## config.mk

```make
export PLATFORM = sky130hd
export DESIGN_NAME = cct_timer
export DESIGN_NICKNAME = d
export VERILOG_FILES = /design/src/rtl/cct_pkg.sv /design/src/rtl/cct_timer.sv /design/src/rtl/cct_prescaler.sv
export SDC_FILE = /design/constraint.sdc
export NUM_CORES = 1
export LEC_CHECK = 0
export ABC_AREA = 1
export BUFFER_PORTS_ARGS = -buffer_cell sky130_fd_sc_hd__buf_2
export CORE_MARGIN = 2
export CORE_UTILIZATION = 60
export CTS_BUF_LIST = sky130_fd_sc_hd__clkbuf_8
export CTS_CLUSTER_SIZE = 10
export DETAILED_ROUTE_END_ITERATION = 12
export PLACE_DENSITY_LB_ADDON = 0.2
export RECOVER_POWER = 50
export SYNTH_ARGS = -nofsm -noshare
export SYNTH_HDL_FRONTEND = slang
export SYNTH_SLANG_ARGS = --single-unit
```

## constraint.sdc

```tcl
create_clock -name ref_clk_i -period 13.85 [get_ports ref_clk_i]
set_input_delay 0.6925 -clock ref_clk_i [delete_from_list [all_inputs] [get_ports ref_clk_i]]
set_output_delay 0.6925 -clock ref_clk_i [all_outputs]
set_load 0.02 [all_outputs]
```

## src/rtl/cct_pkg.sv

```systemverilog
// Package with register map, field layout and types of the capture/compare timer
// Overview of operation
// 16-bit software-settable up-counter advances on prescaler output from module clock.
// Eight independent channels, each input capture or output compare on own pin.
// Capture channel detects selected pin edge and records the counter value.
// Compare channel changes its pin or flags a delay when counter matches value.
// 16-bit pulse accumulator works as event counter or gated time accumulator.
// Event-counting accumulator takes its input from the channel 7 pin.
// Channel 7 pin may serve as accumulator input besides capture/compare.
// Exactly eight pins, one per channel, numbered 0 to 7.
// Software accesses 16-bit counter and channel registers in one full-width cycle.
// Stop mode with clocks halted leaves the timer inactive, counter frozen.
// Counter runs in freeze mode unless the freeze-stop bit is set.
// Counters run in wait mode unless the wait-stop bit is set. The event-mode accumulator ignores the bit and keeps counting.
// Counter runs while timer enable is 1 and stops when it is 0.
// Function select bit: 0 input capture, 1 output compare.
// Counter wraps from 0xFFFF to zero; each channel has a 16-bit value register.
`default_nettype none

package cct_pkg;

  localparam int unsigned NUM_CH = 8;
  localparam int unsigned AW     = 8;

  // Register offsets
  localparam logic [AW-1:0] OFS_FUNC_SEL  = 8'h00;
  localparam logic [AW-1:0] OFS_FORCE     = 8'h01;
  localparam logic [AW-1:0] OFS_COUNTER   = 8'h04;
  localparam logic [AW-1:0] OFS_SYS_CTRL  = 8'h06;
  localparam logic [AW-1:0] OFS_OUT_ACT   = 8'h08;
  localparam logic [AW-1:0] OFS_EDGE_SEL  = 8'h0A;
  localparam logic [AW-1:0] OFS_IRQ_MASK  = 8'h0C;
  localparam logic [AW-1:0] OFS_PRESCALE  = 8'h0D;
  localparam logic [AW-1:0] OFS_IRQ_STAT  = 8'h0E;
  localparam logic [AW-1:0] OFS_CH_BASE   = 8'h10;
  localparam logic [AW-1:0] OFS_ACC_CTRL  = 8'h20;
  localparam logic [AW-1:0] OFS_ACC_COUNT = 8'h22;
  localparam logic [AW-1:0] OFS_MODE_IN   = 8'h30;

  // timer_system_control fields
  localparam int unsigned RUN_EN_BIT    = 7;
  localparam int unsigned WAIT_STOP_BIT = 6;
  localparam int unsigned FRZ_STOP_BIT  = 5;
  localparam logic [7:0] SYS_CTRL_MASK  = 8'hE0;
  localparam logic [7:0] SYS_CTRL_RESET = 8'h00;

  // Accumulator control fields
  localparam int unsigned ACC_EN_BIT   = 6;
  localparam int unsigned ACC_MODE_BIT = 5;
  localparam int unsigned ACC_EDGE_BIT = 4;
  localparam logic [7:0] ACC_CTRL_MASK = 8'h70;

  // Interrupt status layout: channel flags 7:0, overflow 8, accumulator 9, acc overflow 10
  localparam int unsigned IRQ_W       = 11;
  localparam int unsigned IRQ_OVF_BIT = 8;
  localparam int unsigned IRQ_ACC_BIT = 9;
  localparam int unsigned IRQ_AOV_BIT = 10;

  localparam logic [2:0] PRESCALE_MASK = 3'h7;
  localparam logic [15:0] CNT_MAX      = 16'hFFFF;

  // Output compare actions
  typedef enum logic [1:0] {
    CCT_OUT_NONE   = 2'b00,
    CCT_OUT_TOGGLE = 2'b01,
    CCT_OUT_CLEAR  = 2'b10,
    CCT_OUT_SET    = 2'b11
  } cct_out_act_t;

  // Capture edges
  typedef enum logic [1:0] {
    CCT_EDGE_OFF  = 2'b00,
    CCT_EDGE_RISE = 2'b01,
    CCT_EDGE_FALL = 2'b10,
    CCT_EDGE_ANY  = 2'b11
  } cct_edge_t;

  typedef struct packed {
    logic [AW-1:0] addr;
    logic [15:0]   wdata;
    logic          wr;
    logic          rd;
  } cct_bus_req_t;

  typedef struct packed {
    logic freeze;
    logic wait_mode;
  } cct_mode_t;

  function automatic logic edge_hit(input logic [1:0] sel, input logic prev, input logic cur);
    edge_hit = (sel[0] & ~prev & cur) | (sel[1] & prev & ~cur);
  endfunction : edge_hit

endpackage : cct_pkg

`default_nettype wire

```

## src/rtl/cct_timer.sv

```systemverilog
// Eight-channel capture/compare timer with pulse accumulator
`default_nettype none

module cct_timer
  import cct_pkg::*;
(
  input  wire logic          ref_clk_i,
  input  wire logic          rst_i,
  input  wire logic [AW-1:0] addr_i,
  input  wire logic [15:0]   wdata_i,
  input  wire logic          wr_i,
  input  wire logic          rd_i,
  output logic      [15:0]   rdata_o,
  input  wire logic          freeze_i,
  input  wire logic          wait_mode_i,
  input  wire logic [7:0]    channel_pin_i,
  output logic      [7:0]    channel_pin_o,
  output logic      [7:0]    channel_pin_oe_o,
  output logic               irq_o
);

  typedef struct packed {
    logic [7:0]          sync1;
    logic [7:0]          sync2;
    logic [7:0]          pin_prev;
    logic [7:0]          func_sel;
    logic [7:0]          sys_ctrl;
    logic [15:0]         out_act;
    logic [15:0]         edge_sel;
    logic [IRQ_W-1:0]    irq_mask;
    logic [IRQ_W-1:0]    irq_stat;
    logic [2:0]          prescale;
    logic [7:0]          acc_ctrl;
    logic [15:0]         acc_count;
    logic [15:0]         counter;
    logic [NUM_CH-1:0][15:0] ch_val;
    logic [7:0]          pin_out;
    logic [7:0]          pin_oe;
    logic [1:0]          mode_sync1;
    logic [1:0]          mode_sync2;
    logic [15:0]         rdata;
    logic                irq;
  } cct_state_t;

  cct_state_t   st;
  cct_state_t   next_st;
  cct_bus_req_t req;
  cct_mode_t    mode;
  logic         run;
  logic         tick;
  logic [IRQ_W-1:0] events;
  logic         acc_in;
  logic         acc_prev;
  logic         ch_sel;
  logic [2:0]   ch_idx;

  assign req  = '{addr: addr_i, wdata: wdata_i, wr: wr_i, rd: rd_i};
  assign mode = '{freeze: st.mode_sync2[1], wait_mode: st.mode_sync2[0]};

  // Halt conditions; stop mode needs no logic since the clock itself stops
  assign run = st.sys_ctrl[RUN_EN_BIT]
             & ~(mode.freeze & st.sys_ctrl[FRZ_STOP_BIT])
             & ~(mode.wait_mode & st.sys_ctrl[WAIT_STOP_BIT]);

  cct_prescaler u_prescaler (
    .ref_clk_i (ref_clk_i),
    .rst_i     (rst_i),
    .run_i     (run),
    .factor_i  (st.prescale),
    .tick_o    (tick)
  );

  assign ch_sel   = (req.addr[7:4] == OFS_CH_BASE[7:4]) & ~req.addr[0];
  assign ch_idx   = req.addr[3:1];
  assign acc_in   = st.sync2[7];
  assign acc_prev = st.pin_prev[7];

  always_comb begin
    next_st = st;
    events  = '0;
    next_st.sync1      = channel_pin_i;
    next_st.sync2      = st.sync1;
    next_st.pin_prev   = st.sync2;
    next_st.mode_sync1 = {freeze_i, wait_mode_i};
    next_st.mode_sync2 = st.mode_sync1;

    if (tick) begin
      next_st.counter = st.counter + 16'h0001;
      if (st.counter == CNT_MAX) begin
        events[IRQ_OVF_BIT] = 1'b1;
      end
    end

    for (int i = 0; i < NUM_CH; i++) begin
      if (st.func_sel[i]) begin
        // Compare only on a tick so a match fires once per counter value
        if (tick && (st.counter + 16'h0001) == st.ch_val[i]) begin
          events[i] = 1'b1;
          unique case (cct_out_act_t'(st.out_act[2*i +: 2]))
            CCT_OUT_NONE:   next_st.pin_out[i] = st.pin_out[i];
            CCT_OUT_TOGGLE: next_st.pin_out[i] = ~st.pin_out[i];
            CCT_OUT_CLEAR:  next_st.pin_out[i] = 1'b0;
            CCT_OUT_SET:    next_st.pin_out[i] = 1'b1;
          endcase
        end
        next_st.pin_oe[i] = (st.out_act[2*i +: 2] != CCT_OUT_NONE);
      end else begin
        next_st.pin_oe[i] = 1'b0;
        if (st.sys_ctrl[RUN_EN_BIT]
            && edge_hit(st.edge_sel[2*i +: 2], st.pin_prev[i], st.sync2[i])) begin
          next_st.ch_val[i] = st.counter;
          events[i] = 1'b1;
        end
      end
    end

    // Pulse accumulator
    if (st.acc_ctrl[ACC_EN_BIT]) begin
      if (!st.acc_ctrl[ACC_MODE_BIT]) begin
        if (edge_hit({~st.acc_ctrl[ACC_EDGE_BIT], st.acc_ctrl[ACC_EDGE_BIT]},
                     acc_prev, acc_in)) begin
          next_st.acc_count = st.acc_count + 16'h0001;
          events[IRQ_ACC_BIT] = 1'b1;
          events[IRQ_AOV_BIT] = (st.acc_count == CNT_MAX);
        end
      end else begin
        // Gated mode counts prescaler ticks while the gate level is active
        if (tick && (acc_in != st.acc_ctrl[ACC_EDGE_BIT])) begin
          next_st.acc_count = st.acc_count + 16'h0001;
          events[IRQ_AOV_BIT] = (st.acc_count == CNT_MAX);
        end
        // Flag on the gate's closing edge
        if (edge_hit({~st.acc_ctrl[ACC_EDGE_BIT], st.acc_ctrl[ACC_EDGE_BIT]},
                     acc_prev, acc_in)) begin
          events[IRQ_ACC_BIT] = 1'b1;
        end
      end
    end

    // Register writes, full 16-bit width for counters
    if (req.wr) begin
      unique case (req.addr)
        OFS_FUNC_SEL:  next_st.func_sel = req.wdata[7:0];
        OFS_FORCE: begin
          for (int i = 0; i < NUM_CH; i++) begin
            if (req.wdata[i] && st.func_sel[i]) begin
              unique case (cct_out_act_t'(st.out_act[2*i +: 2]))
                CCT_OUT_NONE:   next_st.pin_out[i] = st.pin_out[i];
                CCT_OUT_TOGGLE: next_st.pin_out[i] = ~st.pin_out[i];
                CCT_OUT_CLEAR:  next_st.pin_out[i] = 1'b0;
                CCT_OUT_SET:    next_st.pin_out[i] = 1'b1;
              endcase
            end
          end
        end
        OFS_COUNTER:   next_st.counter  = req.wdata;
        OFS_SYS_CTRL:  next_st.sys_ctrl = req.wdata[7:0] & SYS_CTRL_MASK;
        OFS_OUT_ACT:   next_st.out_act  = req.wdata;
        OFS_EDGE_SEL:  next_st.edge_sel = req.wdata;
        OFS_IRQ_MASK:  next_st.irq_mask = req.wdata[IRQ_W-1:0];
        OFS_PRESCALE:  next_st.prescale = req.wdata[2:0] & PRESCALE_MASK;
        OFS_ACC_CTRL:  next_st.acc_ctrl = req.wdata[7:0] & ACC_CTRL_MASK;
        OFS_ACC_COUNT: next_st.acc_count = req.wdata;
        default: begin
          if (ch_sel) begin
            next_st.ch_val[ch_idx] = req.wdata;
          end
        end
      endcase
    end

    // Write-one-to-clear; a new event wins over the clear
    if (req.wr && req.addr == OFS_IRQ_STAT) begin
      next_st.irq_stat = (st.irq_stat & ~req.wdata[IRQ_W-1:0]) | events;
    end else begin
      next_st.irq_stat = st.irq_stat | events;
    end
    next_st.irq = |(next_st.irq_stat & next_st.irq_mask);

    next_st.rdata = 16'h0000;
    if (req.rd) begin
      unique case (req.addr)
        OFS_FUNC_SEL:  next_st.rdata = {8'h00, st.func_sel};
        OFS_COUNTER:   next_st.rdata = st.counter;
        OFS_SYS_CTRL:  next_st.rdata = {8'h00, st.sys_ctrl};
        OFS_OUT_ACT:   next_st.rdata = st.out_act;
        OFS_EDGE_SEL:  next_st.rdata = st.edge_sel;
        OFS_IRQ_MASK:  next_st.rdata = 16'(st.irq_mask);
        OFS_PRESCALE:  next_st.rdata = {13'h0000, st.prescale};
        OFS_IRQ_STAT:  next_st.rdata = 16'(st.irq_stat);
        OFS_ACC_CTRL:  next_st.rdata = {8'h00, st.acc_ctrl};
        OFS_ACC_COUNT: next_st.rdata = st.acc_count;
        OFS_MODE_IN:   next_st.rdata = {14'h0000, st.mode_sync2};
        default: begin
          if (ch_sel) begin
            next_st.rdata = st.ch_val[ch_idx];
          end
        end
      endcase
    end
  end

  always_ff @(posedge ref_clk_i or posedge rst_i) begin
    if (rst_i) begin
      st <= '0;
    end else begin
      st <= next_st;
    end
  end

  assign rdata_o          = st.rdata;
  assign channel_pin_o    = st.pin_out;
  assign channel_pin_oe_o = st.pin_oe;
  assign irq_o            = st.irq;
endmodule : cct_timer

`default_nettype wire

```

## src/rtl/cct_prescaler.sv

```systemverilog
// Prescaler dividing the module clock by 2 to the power of the selected factor
`default_nettype none

module cct_prescaler
  import cct_pkg::*;
(
  input  wire logic       ref_clk_i,
  input  wire logic       rst_i,
  input  wire logic       run_i,
  input  wire logic [2:0] factor_i,
  output logic            tick_o
);

  typedef struct packed {
    logic [6:0] div;
    logic       tick;
  } cct_psc_state_t;

  cct_psc_state_t st;
  cct_psc_state_t next_st;
  logic [6:0]     limit;

  always_comb begin
    limit   = 7'((8'h01 << factor_i) - 8'h01);
    next_st = st;
    next_st.tick = 1'b0;
    if (run_i) begin
      if (st.div >= limit) begin
        next_st.div  = 7'h00;
        next_st.tick = 1'b1;
      end else begin
        next_st.div = st.div + 7'h01;
      end
    end
  end

  always_ff @(posedge ref_clk_i or posedge rst_i) begin
    if (rst_i) begin
      st <= '0;
    end else begin
      st <= next_st;
    end
  end

  // Gated by run so a tick already in flight cannot step a halted counter
  assign tick_o = st.tick & run_i;
endmodule : cct_prescaler

`default_nettype wire

```

==> results.md <==
* Critical path class: in2async
* Synth Cell Area at 0.0179 mm2
* Fillers at 2712
* Status: finished with violations
* Largest net degree at the start of global routing at 84
* CTS Buf Count at 51
* Register area share after synthesis at between 40% and 50%
* CORE AREA at 0.0295 mm2
* Vias at roughly 18000
* Leakage at 0.00863 uW
* Drt via density at 6.14
* Initial DRT Pass Iterations at 7
* Post-Route WL at 63.2 mm
* Fin crit share at 48.7%
* Tightest Hold Check Type: in2reg
* Max stage delay on crit path at 3250 ps
* First-pass GRT wire length at 96.5 mm
* Yosys warns at 0
* Max-slew violations at 215
* Worst vdd ir at 0.000119 V
* Slew Limit Headroom at -199%
* Maximum clock rate at 148 MHz
* Critical Path AT at 7320 ps
* Failing checks: capacitance limit, slew limit
* Synth Register Bits at 300
* Core Rows at 63
* Yosys top cell by area: dfrtp_1
* Syn_nets at 2590
* Crit-path cells: buf_2 > clkinvlp_2 > clkbuf_1 > buf_4
* Unrepaired setup endpoints after global routing: no
* Worst-Margin Slew at 4480 ps
* Area grow syn2layout at 6.71%
* Final core occ at 64.7%
* Layout net count at 2574
* Initial Util at 60.6%
* Cells after synthesis at 2542
* Setup ws final at slightly above 7000 ps
* Setup WS pre-CTS at 10140 ps
* CTS max path bufs at 3
* H-tree level count at 2
* Post-route antenna net violation count at 0
* Layout cells sized above 1 at under 10%
* Post-synth cell types at 53
* Hold_buf cts at 0
* Buf/Inv on CP at 4
* Congestion Overflow GR at 0
* CTS resizes at 0
* Die Ht at 177 um
* Number of global-route vias before repair at ~17000
* Cells after DPL at 2863
* P per Cell Area at 115 mW/mm2
* Type of origin of the critical path: primary input
* Die area at 0.0312 mm2
* Hold violation count in the final report at 0
* CTS Sinks at 300
* Final critical-path required period at 6740 ps
* Avg Inst Size Synth at 7.03 um2
* Initial antenna violation count at 0
* DR DRC count at 0
* Worst-skew pair later-pin latency at 620 ps
* Highest-delay cell along the critical path: clkbuf_1
* Drt initial violations at about 2700
* Root Driver: clkbuf_8
* Setup TNS at 0 ps
* Synth top area cells: dfrtp_1 (42%), nand2_1 (16%), o21ai_0 (12%)
* Max-Cap Viols at 3
* Clock Skews at 47.1 ps
* Fin cells at 2951
* DP HPWL at approximately 44 mm
* Chip Width at 177 um
* ANT cells at 0
* Worst-path clk slew at 60 ps
* I/O pin cnt at 71
* Fraction of synthesized cell area taken by the top area cell type at 42.0%
* CTS tree: yes
* Worst Hold Slack at approximately 180 ps
* Placer congestion estimate at 1.04
* Avg WL per Cell at 21.4 um
* Setup-failing EPs final at 0
* GRT Util Overall at 40.6%
* Largest fanout on the critical path at 83
* Crit path required time at between 10000 and 15000 ps
* Setup crit end kind: asynchronous set/reset pin
* CP delay by family, top: buffers and inverters
* I/O Buffers at 70
* Post-CTS setup buffer count at 0
synth_stat cells (all sizes together):
cell type / number
a221oi: 5
a22oi: 3
clkinv: 3
o2111ai: 5
a31oi: 2
o31ai: 1
xor2: 32
o21a: 1
nand3b: 14
inv: 223
nand4: 35
a22o: 1
xnor2: 10
o21ai: 494
o211a: 4
nor3: 16
a21boi: 7
o21bai: 1
clkbuf: 97
o221ai: 2
a21oi: 69
nor4: 7
nand2: 798
a21o: 7
nor3b: 1
or2: 2
o211ai: 5
o22ai: 34
ha: 10
nand3: 101
nor2: 190
dlygate4sd1: 1
a32o: 2
buf: 59
dfrtp: 300
registers in the layout, indices dropped and copies added, names as in the netlist:
signal,cells
st,238
channel_pin_oe_o,8
mode,2
irq_o,1
u_prescaler.st,8
acc_in,1
acc_prev,1
channel_pin_o,8
rdata_o,16
next_st,17
cell usage in the layout, fill, tap and decap left out, drive strengths merged, types with 32 or more instances in the layout:
cell type,instances
nand2,798
o21ai,494
dfrtp,300
inv,238
nor2,190
nand3,101
clkbuf,100
a21oi,69
buf,52
nand4,35
o22ai,34
xor2,32
power by group:
group	switching (uW)	total, uW	internal [uW]
clock network	386	838	452
registers	61.1	992	931
logic	250	354	104
kinds of logic after synthesis:
logic type               count (synthesis)  share of synthesized area, %
XOR/XNOR                                42                          2.06
buffers and inverters                  383                          9.07
adder cells (fa/ha/maj)                 10                         0.700
flip-flops                             300                          42.0
AND/OR/NAND/NOR                       1164                          26.9
AO/OA/AOI/OAI                          643                          19.3
final timing paths:
kind | depth (start not counted) | end | slack, ps | startpoint
worst max-delay path | 4 | st[41] | 7110 | rst_i
worst min-delay path | 1 | next_st[286] | 180 | channel_pin_i[0]
worst max register to register | 16 | channel_pin_o[7] | 10110 | st[165]
worst min register to register | 0 | next_st[282] | 350 | next_st[290]
max in group ref_clk_i | 14 | irq_o | 9160 | addr_i[1]
min in group asynchronous | 2 | next_st[290] | 1140 | rst_i
through the flow:
stage	cell area (um2)	total power [uW]
detailed placement	18100	1350
finish	19100	2180
global route	19100	2270
floorplan	17900	1230
CTS	19100	2170
global placement	18100	1340
layer usage:
metal / global-route usage, % / vias up / share of wire (%)
met5: 0 / - / 0
met3: 7.97 / 265 / 11
met1: 55.2 / 8366 / 40
li1: - / 8247 / -
met4: 19.9 / 0 / 5.6
met2: 62.3 / 1232 / 44
cell type report:
cell class	count	area [um2]	area share, %
repair buffers	88	435	2.28
clock buffers	64	881	4.62
clock inverters	24	169	0.886
inverters	226	851	4.46
well taps	390	488	2.56
flip-flops and latches	300	7510	39.4
multi-input cells	1859	8740	45.8
Power figures use the tool's default switching activity.
